### src/hw/acc_alu_pkg.sv
/*
  Shared constants and types for the accumulator adjust and decrement
  slice: opcode values, segment numbering, fault kinds and the packed
  carriers for requests, flags and memory operands.
  Assumes the decoder hands over one already-fetched opcode per request.
*/
package acc_alu_pkg;

  // Opcode values
  localparam logic [7:0] OPC_SIGN_WIDEN = 8'h99;
  localparam logic [7:0] OPC_BCD_ADD = 8'h27;
  localparam logic [7:0] OPC_BCD_SUB = 8'h2f;
  localparam logic [7:0] OPC_DEC_RM8 = 8'hfe;
  localparam logic [7:0] OPC_DEC_RM = 8'hff;
  localparam logic [4:0] OPC_DEC_SHORT_BASE = 5'h09;
  localparam logic [2:0] DEC_MODRM_REG = 3'h1;
  // Second byte after the 0x0f escape; value is arbitrary
  localparam logic [7:0] OPC_IDENT_DEFAULT = 8'ha2;

  // BCD correction constants
  localparam logic [3:0] BCD_DIGIT_MAX = 4'h9;
  localparam logic [7:0] BCD_LOW_FIX = 8'h06;
  localparam logic [7:0] BCD_HIGH_FIX = 8'h60;
  localparam logic [7:0] BCD_HIGH_MASK = 8'hf0;
  localparam logic [7:0] BCD_ADD_HIGH_MAX = 8'h90;
  localparam logic [7:0] BCD_SUB_HIGH_MAX = 8'h9f;

  // Segment register numbering
  localparam logic [2:0] SEG_ES = 3'h0;
  localparam logic [2:0] SEG_CS = 3'h1;
  localparam logic [2:0] SEG_SS = 3'h2;
  localparam logic [2:0] SEG_DS = 3'h3;
  localparam logic [2:0] SEG_FS = 3'h4;
  localparam logic [2:0] SEG_GS = 3'h5;
  localparam int SEG_COUNT = 6;

  // Privilege level at which misalignment is checked
  localparam logic [1:0] USER_CPL = 2'h3;
  // Reset value of the identification-support flag
  localparam logic IDENT_FLAG_RESET = 1'b0;

  // Operating mode
  typedef enum logic [1:0] {
    MODE_REAL = 2'b00,
    MODE_PROT = 2'b01,
    MODE_V86 = 2'b10
  } cpu_mode_t;

  // Fault kinds reported with a result
  typedef enum logic [2:0] {
    FAULT_NONE = 3'b000,
    FAULT_PROTECTION = 3'b001,
    FAULT_STACK = 3'b010,
    FAULT_PAGING = 3'b011,
    FAULT_MISALIGN = 3'b100
  } fault_kind_t;

  // Destination of a result write
  typedef enum logic [1:0] {
    WR_NONE = 2'b00,
    WR_ACC_HIGH = 2'b01,
    WR_ACC_LOW_BYTE = 2'b10,
    WR_DEST = 2'b11
  } wr_target_t;

  // Operation selected by the decoder
  typedef enum logic [2:0] {
    OP_NONE = 3'b000,
    OP_SIGN_WIDEN = 3'b001,
    OP_BCD_ADD = 3'b010,
    OP_BCD_SUB = 3'b011,
    OP_DEC = 3'b100,
    OP_IDENT = 3'b101
  } op_kind_t;

  // Arithmetic flags
  typedef struct packed {
    logic overflow_flag;
    logic sign_flag;
    logic zero_flag;
    logic aux_carry_flag;
    logic parity_flag;
    logic carry_flag;
  } arith_flags_t;

  // One request from the decoder
  typedef struct packed {
    logic [7:0] opcode;
    logic escape_0f;
    logic [2:0] modrm_reg;
    logic [2:0] modrm_rm;
    logic op_size_32;
    logic is_mem;
  } alu_req_t;

  // Memory operand description
  typedef struct packed {
    logic [31:0] eff_addr;
    logic [2:0] seg;
    logic seg_writable;
    logic page_violation;
    logic [31:0] page_code;
  } mem_ref_t;

endpackage

### src/hw/acc_alu.sv
/*
  Accumulator sign widening, packed BCD fixes after add and subtract,
  decrement by one with its memory faults, and the identification
  support flag.
  Assumes the decoder presents one request per valid pulse together with
  operand values, segment state and paging result for that same cycle;
  the register file and flag register apply the registered results.
*/
`timescale 1ns/1ps

// Functional notes
// RL1: 16-bit widen copies bit 15 everywhere
// RL2: 32-bit widen copies bit 31 everywhere
// RL3: One opcode serves both widen forms
// RL4: Operand size picks word or doubleword widen
// RL5: Add fix touches only accumulator low byte
// RL6: Add fix low digit: add 6, set aux
// RL7: Add fix high digit: add 60H, set carry
// RL8: BCD fixes set sign, zero, parity flags
// RL9: Sub fix uses accumulator low byte only
// RL10: Sub fix low digit: subtract 6, set aux
// RL11: Sub fix high digit: subtract 60H, carry
// RL12: Decrement subtracts one, carry untouched
// RL13: Decrement sets overflow, sign, zero, aux, parity
// RL14: Decrement has byte, full and short encodings
// RL15: Protected write to nonwritable segment faults
// RL16: Limit overrun on code/data segment faults
// RL17: Protected null data selector access faults
// RL18: Stack segment limit overrun gives stack fault
// RL19: Unaligned user access faults when checking enabled
// RL20: Paging violation gives paging fault with code
// RL21: Writable identification support flag
// RL22: Widen and identify keep flags, never fault
module acc_alu
  import acc_alu_pkg::*;
#(
  parameter logic [7:0] OPC_IDENT = OPC_IDENT_DEFAULT
) (
  // Clock and reset
  input wire logic clk_sys,
  input wire logic rst,
  // Request from the decoder
  input wire logic req_valid,
  input wire alu_req_t req,
  // Operands and current flags
  input wire logic [31:0] acc_32,
  input wire logic [31:0] dest_value,
  input wire arith_flags_t flags_in,
  // Machine state for fault checks
  input wire cpu_mode_t cpu_mode,
  input wire logic [1:0] cpl,
  input wire logic align_check_en,
  input wire mem_ref_t mem_ref,
  input wire logic [SEG_COUNT-1:0][31:0] seg_limit,
  input wire logic [SEG_COUNT-1:0] seg_null,
  // Software access to the identification support flag
  input wire logic ident_wr_en,
  input wire logic ident_wr_val,
  // Registered results
  output logic done,
  output logic unknown_op,
  output wr_target_t wr_target,
  output logic [2:0] wr_reg,
  output logic wr_byte,
  output logic wr_size_32,
  output logic [31:0] wr_data,
  output logic flags_wr,
  output arith_flags_t flags_out,
  output fault_kind_t fault_kind,
  output logic [31:0] fault_code,
  output logic ident_support_flag
);

  // Even parity of a byte: one when the count of ones is even
  function automatic logic even_parity(input logic [7:0] b);
    even_parity = ~^b;
  endfunction

  // Last byte of an access lies beyond the segment limit
  function automatic logic over_limit(input logic [31:0] ea,
                                      input logic [2:0] span,
                                      input logic [31:0] limit);
    logic [32:0] last;
    last = {1'b0, ea} + {30'h0, span};
    over_limit = last > {1'b0, limit};
  endfunction

  // ---------------------------------------------------------------
  // Opcode decode
  // ---------------------------------------------------------------

  // Plain one-byte opcodes are only seen without the escape
  wire logic plain_op = ~req.escape_0f;
  // RL3 single widen opcode
  wire logic is_widen = plain_op && (req.opcode == OPC_SIGN_WIDEN);
  // RL5 add fix opcode
  wire logic is_bcd_add = plain_op && (req.opcode == OPC_BCD_ADD);
  // RL9 sub fix opcode
  wire logic is_bcd_sub = plain_op && (req.opcode == OPC_BCD_SUB);
  // RL14 byte form of the decrement
  wire logic is_dec_rm8 = plain_op && (req.opcode == OPC_DEC_RM8) &&
                          (req.modrm_reg == DEC_MODRM_REG);
  // RL14 full width form of the decrement
  wire logic is_dec_rm = plain_op && (req.opcode == OPC_DEC_RM) &&
                         (req.modrm_reg == DEC_MODRM_REG);
  // RL14 short form with the register in the low bits
  wire logic is_dec_short = plain_op &&
                            (req.opcode[7:3] == OPC_DEC_SHORT_BASE);
  // Escape-prefixed identification request
  wire logic is_ident = req.escape_0f && (req.opcode == OPC_IDENT);
  // Any decrement form
  wire logic is_dec = is_dec_rm8 | is_dec_rm | is_dec_short;

  // Operation selected for this request
  wire op_kind_t op_kind = is_widen ? OP_SIGN_WIDEN :
                           is_bcd_add ? OP_BCD_ADD :
                           is_bcd_sub ? OP_BCD_SUB :
                           is_dec ? OP_DEC :
                           is_ident ? OP_IDENT : OP_NONE;

  // ---------------------------------------------------------------
  // Sign widening
  // ---------------------------------------------------------------

  // RL1 replicate bit 15 into the high word
  wire logic [31:0] widen_16 = {16'h0, {16{acc_32[15]}}};
  // RL2 replicate bit 31 into the high doubleword
  wire logic [31:0] widen_32 = {32{acc_32[31]}};
  // RL4 operand size picks the form
  wire logic [31:0] widen_val = req.op_size_32 ? widen_32 : widen_16;

  // ---------------------------------------------------------------
  // Packed BCD fix, shared first and second steps
  // ---------------------------------------------------------------

  // Low accumulator byte is the only operand
  wire logic [7:0] acc_low_byte = acc_32[7:0];
  // Low digit needs fixing
  wire logic low_fix = (acc_low_byte[3:0] > BCD_DIGIT_MAX) ||
                       flags_in.aux_carry_flag;
  // RL6 low digit add with carry out
  wire logic [8:0] add_low = {1'b0, acc_low_byte} + {1'b0, BCD_LOW_FIX};
  // RL10 low digit subtract with borrow out
  wire logic [8:0] sub_low = {1'b0, acc_low_byte} - {1'b0, BCD_LOW_FIX};

  // RL6 first add step result and carry
  wire logic [7:0] add_s1 = low_fix ? add_low[7:0] : acc_low_byte;
  wire logic add_cf1 = flags_in.carry_flag | (low_fix & add_low[8]);
  // RL10 first sub step result and carry
  wire logic [7:0] sub_s1 = low_fix ? sub_low[7:0] : acc_low_byte;
  wire logic sub_cf1 = flags_in.carry_flag | (low_fix & sub_low[8]);

  // RL7 high digit test on the masked byte
  wire logic add_high_fix = ((add_s1 & BCD_HIGH_MASK) > BCD_ADD_HIGH_MAX) ||
                            add_cf1;
  // RL11 high digit test on the whole byte
  wire logic sub_high_fix = (sub_s1 > BCD_SUB_HIGH_MAX) || sub_cf1;

  // RL7 second add step
  wire logic [7:0] add_s2 = add_high_fix ? add_s1 + BCD_HIGH_FIX : add_s1;
  // RL11 second sub step
  wire logic [7:0] sub_s2 = sub_high_fix ? sub_s1 - BCD_HIGH_FIX : sub_s1;

  // Adjusted byte and flags of whichever fix is running
  wire logic [7:0] bcd_byte = is_bcd_sub ? sub_s2 : add_s2;
  wire logic bcd_cf = is_bcd_sub ? sub_high_fix : add_high_fix;

  // RL8 result flags; overflow keeps its old value
  wire arith_flags_t bcd_flags = '{
    overflow_flag: flags_in.overflow_flag,
    sign_flag: bcd_byte[7],
    zero_flag: bcd_byte == 8'h00,
    aux_carry_flag: low_fix,
    parity_flag: even_parity(bcd_byte),
    carry_flag: bcd_cf
  };

  // ---------------------------------------------------------------
  // Decrement
  // ---------------------------------------------------------------

  // Byte form works on eight bits; the others follow operand size
  wire logic dec_byte = is_dec_rm8;
  wire logic dec_32 = ~dec_byte & req.op_size_32;
  // RL12 subtract one
  wire logic [31:0] dec_full = dest_value - 32'h1;
  // Result clipped to the operand width
  wire logic [31:0] dec_val = dec_byte ? {24'h0, dec_full[7:0]} :
                              dec_32 ? dec_full :
                              {16'h0, dec_full[15:0]};
  // Sign bit of the operand and of the result
  wire logic dec_src_sign = dec_byte ? dest_value[7] :
                            dec_32 ? dest_value[31] : dest_value[15];
  wire logic dec_res_sign = dec_byte ? dec_val[7] :
                            dec_32 ? dec_val[31] : dec_val[15];

  // RL13 flags from the result; RL12 carry kept
  wire arith_flags_t dec_flags = '{
    overflow_flag: dec_src_sign & ~dec_res_sign,
    sign_flag: dec_res_sign,
    zero_flag: dec_val == 32'h0,
    aux_carry_flag: dest_value[3:0] == 4'h0,
    parity_flag: even_parity(dec_val[7:0]),
    carry_flag: flags_in.carry_flag
  };

  // Destination register: short form carries it in the opcode
  wire logic [2:0] dec_reg = is_dec_short ? req.opcode[2:0] : req.modrm_rm;

  // ---------------------------------------------------------------
  // Memory operand faults of the decrement
  // ---------------------------------------------------------------

  // A memory access only exists for the modrm forms
  wire logic mem_access = (is_dec_rm8 | is_dec_rm) & req.is_mem;
  wire logic prot_mode = cpu_mode == MODE_PROT;
  wire logic real_mode = cpu_mode == MODE_REAL;
  // Bytes beyond the first one touched by the access
  wire logic [2:0] span = dec_byte ? 3'h0 : dec_32 ? 3'h3 : 3'h1;
  // Selected segment and its limit check
  wire logic [2:0] seg = mem_ref.seg;
  wire logic seg_ok = seg < SEG_COUNT;
  wire logic [31:0] cur_limit = seg_ok ? seg_limit[seg] : 32'h0;
  wire logic beyond = over_limit(mem_ref.eff_addr, span, cur_limit);
  wire logic is_stack_seg = seg == SEG_SS;
  // Data segments that may hold a null selector
  wire logic is_data_seg = (seg == SEG_DS) || (seg == SEG_ES) ||
                           (seg == SEG_FS) || (seg == SEG_GS);
  wire logic cur_null = seg_ok ? seg_null[seg] : 1'b0;

  // RL15 write into a nonwritable segment
  wire logic gp_nonwritable = prot_mode & ~mem_ref.seg_writable;
  // RL16 code or data segment limit overrun
  wire logic gp_limit = ~is_stack_seg & beyond;
  // RL17 null data selector in protected mode
  wire logic gp_null = prot_mode & is_data_seg & cur_null;
  // RL18 stack segment limit overrun
  wire logic ss_limit = is_stack_seg & beyond;
  // RL20 paging violation outside real mode
  wire logic pf_hit = ~real_mode & mem_ref.page_violation;
  // RL19 misaligned reference while checking is on
  wire logic misaligned = dec_32 ? (mem_ref.eff_addr[1:0] != 2'h0) :
                          dec_byte ? 1'b0 : mem_ref.eff_addr[0];
  wire logic ac_hit = align_check_en & misaligned &
                      ((prot_mode & (cpl == USER_CPL)) |
                       (cpu_mode == MODE_V86));

  // Fault priority: protection, stack, paging, alignment
  wire fault_kind_t mem_fault =
    ~mem_access ? FAULT_NONE :
    (gp_nonwritable | gp_limit | gp_null) ? FAULT_PROTECTION :
    ss_limit ? FAULT_STACK :
    pf_hit ? FAULT_PAGING :
    ac_hit ? FAULT_MISALIGN : FAULT_NONE;
  // RL20 paging faults carry their code; others report zero
  wire logic [31:0] mem_fault_code = (mem_fault == FAULT_PAGING) ?
                                     mem_ref.page_code : 32'h0;
  wire logic faulted = mem_fault != FAULT_NONE;

  // ---------------------------------------------------------------
  // Result selection
  // ---------------------------------------------------------------

  // Write target per operation; faults cancel the write
  wire wr_target_t target_sel =
    (op_kind == OP_SIGN_WIDEN) ? WR_ACC_HIGH :
    ((op_kind == OP_BCD_ADD) || (op_kind == OP_BCD_SUB)) ? WR_ACC_LOW_BYTE :
    ((op_kind == OP_DEC) && ~faulted) ? WR_DEST : WR_NONE;

  // Data to write
  wire logic [31:0] data_sel =
    (op_kind == OP_SIGN_WIDEN) ? widen_val :
    ((op_kind == OP_BCD_ADD) || (op_kind == OP_BCD_SUB)) ?
      {24'h0, bcd_byte} :
    (op_kind == OP_DEC) ? dec_val : 32'h0;

  // RL22 flags only change for the fixes and a clean decrement
  wire logic flags_sel = (op_kind == OP_BCD_ADD) ||
                         (op_kind == OP_BCD_SUB) ||
                         ((op_kind == OP_DEC) && ~faulted);
  wire arith_flags_t flags_val = ~flags_sel ? flags_in :
                                 (op_kind == OP_DEC) ? dec_flags : bcd_flags;

  // Register index and width that go with the write
  wire logic [2:0] reg_sel = (op_kind == OP_DEC) ? dec_reg : 3'h0;
  wire logic byte_sel = (op_kind == OP_DEC) ? dec_byte :
                        (op_kind != OP_SIGN_WIDEN);
  wire logic size_sel = (op_kind == OP_DEC) ? dec_32 : req.op_size_32;

  // ---------------------------------------------------------------
  // Registered outputs
  // ---------------------------------------------------------------

  // Result pulse and its payload, one cycle after the request
  always_ff @(posedge clk_sys) begin
    if (rst) begin
      done <= 1'b0;
      unknown_op <= 1'b0;
      wr_target <= WR_NONE;
      flags_wr <= 1'b0;
      fault_kind <= FAULT_NONE;
    end else begin
      done <= req_valid;
      unknown_op <= req_valid && (op_kind == OP_NONE);
      wr_target <= req_valid ? target_sel : WR_NONE;
      flags_wr <= req_valid && flags_sel;
      // RL22 widen and identify never raise a fault
      fault_kind <= req_valid ? mem_fault : FAULT_NONE;
    end
  end

  // Payload registers hold their value between requests
  always_ff @(posedge clk_sys) begin
    if (rst) begin
      wr_reg <= 3'h0;
      wr_byte <= 1'b0;
      wr_size_32 <= 1'b0;
      wr_data <= 32'h0;
      flags_out <= '0;
      fault_code <= 32'h0;
    end else if (req_valid) begin
      wr_reg <= reg_sel;
      wr_byte <= byte_sel;
      wr_size_32 <= size_sel;
      wr_data <= data_sel;
      flags_out <= flags_val;
      fault_code <= mem_fault_code;
    end
  end

  // RL21 identification support flag, freely writable
  always_ff @(posedge clk_sys) begin
    if (rst) begin
      ident_support_flag <= IDENT_FLAG_RESET;
    end else if (ident_wr_en) begin
      ident_support_flag <= ident_wr_val;
    end
  end

endmodule // acc_alu

### config.mk
export PLATFORM = sky130hd
export DESIGN_NAME = acc_alu
export DESIGN_NICKNAME = d
export VERILOG_FILES = /design/src/hw/acc_alu_pkg.sv /design/src/hw/acc_alu.sv
export SDC_FILE = /design/constraint.sdc
export NUM_CORES = 1
export LEC_CHECK = 0
export ABC_CLOCK_PERIOD_IN_PS = 6400
export BUFFER_PORTS_ARGS = -buffer_cell sky130_fd_sc_hd__clkbuf_2
export CORE_AREA = 4 4 173 175
export CTS_BUF_LIST = sky130_fd_sc_hd__clkbuf_2
export CTS_CLUSTER_SIZE = 25
export DETAILED_ROUTE_END_ITERATION = 12
export DIE_AREA = 0 0 177 179
export GPL_ROUTABILITY_DRIVEN = 0
export SLEW_MARGIN = 20
export SYNTH_ARGS = -nofsm -noshare
export SYNTH_HDL_FRONTEND = slang
export SYNTH_SLANG_ARGS = --single-unit
### constraint.sdc
create_clock -name clk_sys -period 6.4 [get_ports clk_sys]
set_clock_uncertainty 0.1 [all_clocks]
set_input_delay 0.32 -clock clk_sys [delete_from_list [all_inputs] [get_ports clk_sys]]
set_output_delay 0.32 -clock clk_sys [all_outputs]
set_load 0.03 [all_outputs]
==> reports/results.tsv, run 1 <==
stage	metric	value	unit
synth	Post-Synth Adder-Cell Area	8.01	%
route	WL final	35400	um
die	# rows	62	
place	pre-CTS setup slack	0.302	ns
route	Vias/cell	5.12	
synth	asr flop ratio synth	0	%
synth	mean post-synth cell area	8.74	um^2
die	Initial Util	26.7	%
cts	htree depth	3	
pwr	Sw Share	36.7	%
place	Placement Cell Area	0.0101	mm^2
grt	All-Layer GR Usage	21.2	%
grt	Congestion Overflow GR	0	
synth	Compound-Gate Fraction of Synth Area	19.2	%
cts	Setup Buffers After CTS	0	
synth	Seq/Total Area, Yosys	22.1	%
pwr	P_sw	0.000528	W
synth	Primary FF master, synth	dfxtp_1	
synth	Post-synth EDFFs	0	
critical_path	Crit path required time	6.80	ns
synth	main combinational cell family by area after synthesis	simple AND/OR/NAND/NOR gates	
pwr	static leakage	4.88	nW
synth	Yosys cell types	78	
critical_path	crit path DAT	6.38	ns
pwr	P_int	0.000909	W
pwr	logic gate share of total power	40.2	%
hold_path	Hold Crit Class	in2reg	
sta	final hold violations	0	
synth	mux cell area share after synthesis	15.9	%
die	die height	179	um
pwr	Flop pwr share	38.1	%
run_status	outcome	finished, final reports clean	
grt	first-pass GRT wire length	51300	um
synth	post-synthesis cell count	869	
layout	post-route cell area	0.0108	mm^2
layout	share of cells above drive strength 1	42.0	%
synth	cell area after synthesis	0.00759	mm^2
synth	Net Count, Synth	1281	
critical_path	Setup CP Type	in2reg	
layout	Nets	1737	
critical_path	CP Max Fanout	32	
pwr	clock share of power	21.6	%
grt	vias in the first global route	8963	
layout	Layout fillers	2978	
layout	Area growth syn-to-layout	42.4	%
layout	largest registers	fault_code x32, wr_data x32, flags_out x6	
cts	clock latency on the worst-skew pair	0.56	ns
sta	Max Clock Freq	167	MHz
sta	worst-margin pin slew	1.06	ns
run	Max Cap Viol	0	
sta	minimum clock period	5.99	ns
route	Final ANT Viol Nets	0	
synth	Synth Warn #	0	
route	Avg WL per Cell	20.5	um
die	die width	177	um
sta	crit share post-route	93.6	%
critical_path	Setup crit end kind	flip-flop	
synth	area share of and/or/nand/nor cells after synthesis	21.7	%
pwr	VDD IR-drop max	0.0816	mV
cts	worst-case clock buffer depth	2	
die	number of I/O pins	448	
grt	largest net degree at the start of global routing	60	
route	DR DRC count	0	
cts	clock-pin slew on the worst setup and hold paths	0.29	ns
synth	Synth Register Bits	84	
die	Core ar.	0.0285	mm^2
sta	Max Slew Vio Count	0	
place	DP HPWL	29300	um
die	Die Footprint	0.0317	mm^2
sta	final setup vio count	0	
cts	CTS tree	built	
pwr	power per standard cell area	133	mW/mm^2
synth	Yosys top cell area share	22.1	%
pwr	Pwr Total	0.00144	W
route	DR pass1 iterations	4	
grt	initial antenna violation count	14	
cts	clk sinks	84	
synth	Commonest cells post-synth	dfxtp_1 (84), nor2_1 (74), xnor2_1 (54)	
sta	total negative setup slack	0	ns
layout	Final Core Density	38.0	%
synth	xor and xnor fraction of the mapped netlist area	8.65	%
cts	Root Driver	clkbuf_2	
synth	most frequent cell after synthesis	dfxtp_1	
cts	number of CTS-inserted buffers	9	
sta	RSZ-0062 raised after global routing	false	
synth	area leader, netlist	dfxtp_1	
sta	Max-slew headroom	27.3	%
synth	ranking of synthesized cells by area	dfxtp_1 (22%), mux4_2 (9.5%), ha_1 (7.7%)	
place	IO buf count	423	
route	DRT iter0 DRCs	397	
route	DR vias	8850	
sta	Final WS setup	0.412	ns
critical_path	CP Launch Type	input port	
## power by group through the flow
stage                     logic, W  clock network, W  registers [W]
after global routing      0.000634          0.000351       0.000550
final                     0.000578          0.000311       0.000548
after detailed placement  0.000548                 0       0.000557
after CTS                 0.000578          0.000333       0.000548
after global placement    0.000539                 0       0.000557
after floorplan           0.000293                 0       0.000584
## final timing paths
| path | from | end | slack, ns | depth (start not counted) |
|---|---|---|---|---|
| max | req[16] | fault_code[20]$_SDFFE_PP0P_ | 0.41 | 24 |
| min | dest_value[16] | wr_data[16]$_SDFFE_PP0P_ | 0.08 | 5 |
| max reg2reg | ident_support_flag$_SDFFE_PP0P_ | ident_support_flag$_SDFFE_PP0P_ | 5.13 | 3 |
| min reg2reg | flags_out[0]$_SDFFE_PP0P_ | flags_out[0]$_SDFFE_PP0P_ | 0.39 | 2 |
## worst max-delay path: stages
cell	delay, ns
dlygate4sd3_1	0.54
clkbuf_2	0.15
and4b_1	0.22
and3_1	0.19
and2_4	0.20
inv_4	0.11
ha_1	0.17
inv_1	0.07
fa_1	0.44
and4b_1	0.34
nand4_1	0.24
nor3_2	0.51
nand4_1	0.18
xnor2_1	0.16
ha_1	0.32
nand4_1	0.14
or4_1	0.60
nor3_1	0.23
nand3_1	0.12
o21ai_2	0.16
nand2_1	0.22
nor3_4	0.14
buf_4	0.36
a22o_1	0.20
## cell type report
| cell class | count | area, um^2 | share of cell area (%) |
|---|---|---|---|
| Multi-Input combinational cell | 706 | 5590 | 51.7 |
| Clock inverter | 7 | 75.1 | 0.694 |
| Inverter | 31 | 119 | 1.10 |
| Tap cell | 384 | 480 | 4.44 |
| Timing Repair Buffer | 493 | 2790 | 25.8 |
| Sequential cell | 84 | 1680 | 15.6 |
| Antenna cell | 14 | 35.0 | 0.324 |
| Clock buffer | 9 | 45.0 | 0.417 |
## cell usage in the layout, fill, tap and decap left out, types with 9 or more instances in the layout
cell           synthesis  layout
clkbuf_2               0     431
dfxtp_1               84      84
inv_1                 28      28
a21oi_1               51      51
xor2_1                21      21
mux4_2                32      32
a22oi_1               36      36
nand3_1               20      20
a211oi_1              11      11
ha_1                  47      47
o21ai_0               30      30
nand2_1               50      50
and3_1                13      13
mux2_2                36      36
a22o_1                33      33
nor3_1                47      47
dlygate4sd3_1          0      56
buf_4                  4      15
xnor2_1               54      54
or3_1                  9       9
diode_2                0      14
nor2_1                74      72
nand4_1               16      16
## layer usage
metal  routed length [um]  track usage, %
met1                13500            23.8
met5                    0               0
met4                 1390            11.6
met2                18000            37.2
met3                 2430            4.70
## what timing repair did
| action | in CTS | in global routing |
|---|---|---|
| hold endpoints to repair | 52 | 0 |
| resized for setup | 0 | 0 |
| hold buffers | 56 | 0 |
## cell families after synthesis
kind of cell,Yosys count
and+or+nand+nor,300
adders and majority gates,48
AOI/OAI and AO/OA,207
DFF,84
muxes,76
xor gates and xnor gates,75
buffers and inverters,79
## per-stage QoR
step           hold slack [ns]  instances
2_1_floorplan            0.346        869
3_3_place_gp             0.338       1642
3_5_place_dp             0.357       1642
4_1_cts               0.000539       1714
5_1_grt                 0.0193       1728
6_report                0.0835       1728
No activity file was read; power rests on OpenSTA's default activity.
==> run 2, diff against run 1 <==
--- a/config.mk
+++ b/config.mk
@@ -13,6 +13,8 @@
 export DETAILED_ROUTE_END_ITERATION = 12
 export DIE_AREA = 0 0 177 179
 export GPL_ROUTABILITY_DRIVEN = 0
+export PLACE_DENSITY_LB_ADDON = 0.3
+export REMOVE_ABC_BUFFERS = 1
 export SLEW_MARGIN = 20
 export SYNTH_ARGS = -nofsm -noshare
 export SYNTH_HDL_FRONTEND = slang
==> reports/results.tsv, run 2 (synthesis results as in run 1) <==
stage	metric	value	unit	change
place	Placement Cell Area	0.0101	mm^2	about the same
die	Initial Util	26.7	%	unchanged
cts	CTS tree	built		
cts	clock latency on the worst-skew pair	0.53	ns	-0.03 ns
die	number of I/O pins	448		unchanged
place	DP HPWL	27200	um	-7.2%
layout	largest registers	fault_code x32, wr_data x32, flags_out x6		
critical_path	cells on worst reg2reg path	3		unchanged
grt	vias in the first global route	8777		-2.1%
layout	post-route cell area	0.0108	mm^2	-0.44%
critical_path	CP Launch Type	input port		
sta	Max Clock Freq	180	MHz	+7.7%
pwr	VDD IR-drop max	0.0879	mV	+7.7%
sta	final hold violations	0		unchanged
critical_path	Crit path required time	6.81	ns	about the same
hold_path	Hold Crit Class	in2reg		
layout	leading cell type in the layout, fill and taps excluded	clkbuf_2		
grt	initial antenna violation count	5		-9
cts	number of CTS-inserted buffers	9		unchanged
critical_path	R2R Path End	ident_support_flag$_SDFFE_PP0P_		
critical_path	CP Max Fanout	32		unchanged
sta	total negative setup slack	0	ns	unchanged
route	DRT iter0 DRCs	400		+0.76%
route	DR DRC count	0		unchanged
route	WL final	32800	um	-7.4%
layout	Nets	1731		-0.35%
route	Avg WL per Cell	19.2	um	-6.5%
layout	share of cells above drive strength 1	42.1	%	+0.11 points
grt	largest net degree at the start of global routing	50		-17%
hold_path	hold path start	dest_value[26]		
cts	htree depth	3		unchanged
grt	All-Layer GR Usage	19.6	%	-1.6 points
die	die height	179	um	unchanged
sta	worst-margin pin slew	0.899	ns	-0.165 ns
route	Final ANT Viol Nets	0		unchanged
route	DR pass1 iterations	5		+1
pwr	power per standard cell area	135	mW/mm^2	+1.3%
sta	RSZ-0062 raised after global routing	false		
cts	post-CTS sizing	0		unchanged
cts	Root Driver	clkbuf_2		
die	Die Footprint	0.0317	mm^2	unchanged
cts	clk sinks	84		unchanged
die	Core ar.	0.0285	mm^2	unchanged
critical_path	crit path DAT	5.97	ns	-0.41 ns
route	Vias/cell	5.06		-1.3%
layout	Area growth syn-to-layout	41.8	%	
sta	minimum clock period	5.56	ns	-0.426 ns
hold_path	Hold Path Cell Cnt	4		-1
cts	cts hold-fix bufs	52		-7.1%
grt	Congestion Overflow GR	0		unchanged
hold_path	hold endpoint	wr_data[26]$_SDFFE_PP0P_		
cts	clock-pin slew on the worst setup and hold paths	0.24	ns	-0.05 ns
critical_path	Setup CP Type	in2reg		
critical_path	Setup crit end kind	flip-flop		
sta	Max Slew Vio Count	0		unchanged
pwr	static leakage	4.87	nW	-0.25%
sta	final setup vio count	0		unchanged
die	die width	177	um	unchanged
sta	crit share post-route	86.9	%	-6.7 points
die	# rows	62		unchanged
run	Max Cap Viol	0		unchanged
critical_path	R2R Setup Slk	5.12	ns	about the same
cts	Setup Buffers After CTS	0		unchanged
layout	commonest cells after routing, fill and taps aside	clkbuf_2 (433), dfxtp_1 (84), nor2_1 (72), xnor2_1 (54), dlygate4sd3_1 (52)		
route	DR vias	8655		-2.2%
critical_path	FF-to-FF Start	ident_support_flag$_SDFFE_PP0P_		
place	IO buf count	423		unchanged
run_status	outcome	finished, final reports clean		
grt	first-pass GRT wire length	48300	um	-5.9%
sta	Max-slew headroom	39.5	%	+12 points
cts	worst-case clock buffer depth	2		unchanged
[run 2: cell count changes in the layout (fill, tap and decap cells not counted), sizes merged]
cell / change
buf: -2
bufinv: +1
clkbuf: +2
clkinv: -2
diode: -10
dlygate4sd3: -4
inv: -1
[run 2: worst max path at each step]
stage | start | end | slack [ns] | cells past startpoint
after floorplan | req[7] | fault_code[0]$_SDFFE_PP0P_ | 0.58 | 21
after global placement | req[12] | fault_code[21]$_SDFFE_PP0P_ | 0.43 | 23
after detailed placement | req[12] | fault_code[5]$_SDFFE_PP0P_ | 0.30 | 23
after CTS | req[12] | fault_code[20]$_SDFFE_PP0P_ | 0.94 | 23
after global routing | req[12] | fault_code[7]$_SDFFE_PP0P_ | 0.55 | 23
final | req[12] | fault_code[13]$_SDFFE_PP0P_ | 0.84 | 23
[run 2: final cells by class]
class                           count  area (um^2)
Inverter                           31          119
Fill cell                        3017        17700
Antenna cell                        4         10.0
Clock buffer                       11         55.1
Timing Repair Buffer              487         2740
Clock inverter                      5         85.1
Sequential cell                    84         1680
Tap cell                          384          480
Multi-Input combinational cell    706         5590
[run 2: power by group]
part / internal, W / switching (W)
registers: 0.000539 / 0.00000859
logic: 0.000274 / 0.000290
clock network: 0.000134 / 0.000202
total: 0.000948 / 0.000501
[run 2: through the flow]
step                utilization [%]  setup slack (ns)  instances  power [W]  hold WS (ns)
CTS                            37.8             0.936       1708    0.00147       0.00565
global route                   37.8             0.549       1712    0.00154        0.0286
finish                         37.8             0.838       1712    0.00145        0.0805
floorplan                         -             0.582        821   0.000854         0.292
global placement               35.5             0.431       1640    0.00109         0.335
detailed placement             35.5             0.301       1640    0.00110         0.350
[run 2: critical path, cell delays in order]
cell and delay (ns):
clkbuf_2 0.15, and4b_1 0.21, and3_1 0.20, and2_4 0.20
inv_4 0.11, ha_1 0.17, inv_1 0.07, fa_1 0.45
and4b_1 0.40, nand4_1 0.29, nor3_2 0.49, nand4_1 0.18
xnor2_1 0.16, ha_1 0.32, nand4_1 0.16, or4_1 0.61
nor3_1 0.25, nand3_1 0.12, o21ai_2 0.15, nand2_1 0.22
nor3_4 0.15, buf_4 0.36, a22o_1 0.21
[run 2: layer usage]
| layer | track usage (%) | share of wire [%] | up-vias |
|---|---|---|---|
| li1 | - | - | 4212 |
| met4 | 5.67 | 2.5 | 2 |
| met1 | 22.5 | 39 | 4090 |
| met3 | 4.26 | 6.7 | 42 |
| met5 | 0 | 0.055 | - |
| met2 | 36.4 | 52 | 309 |
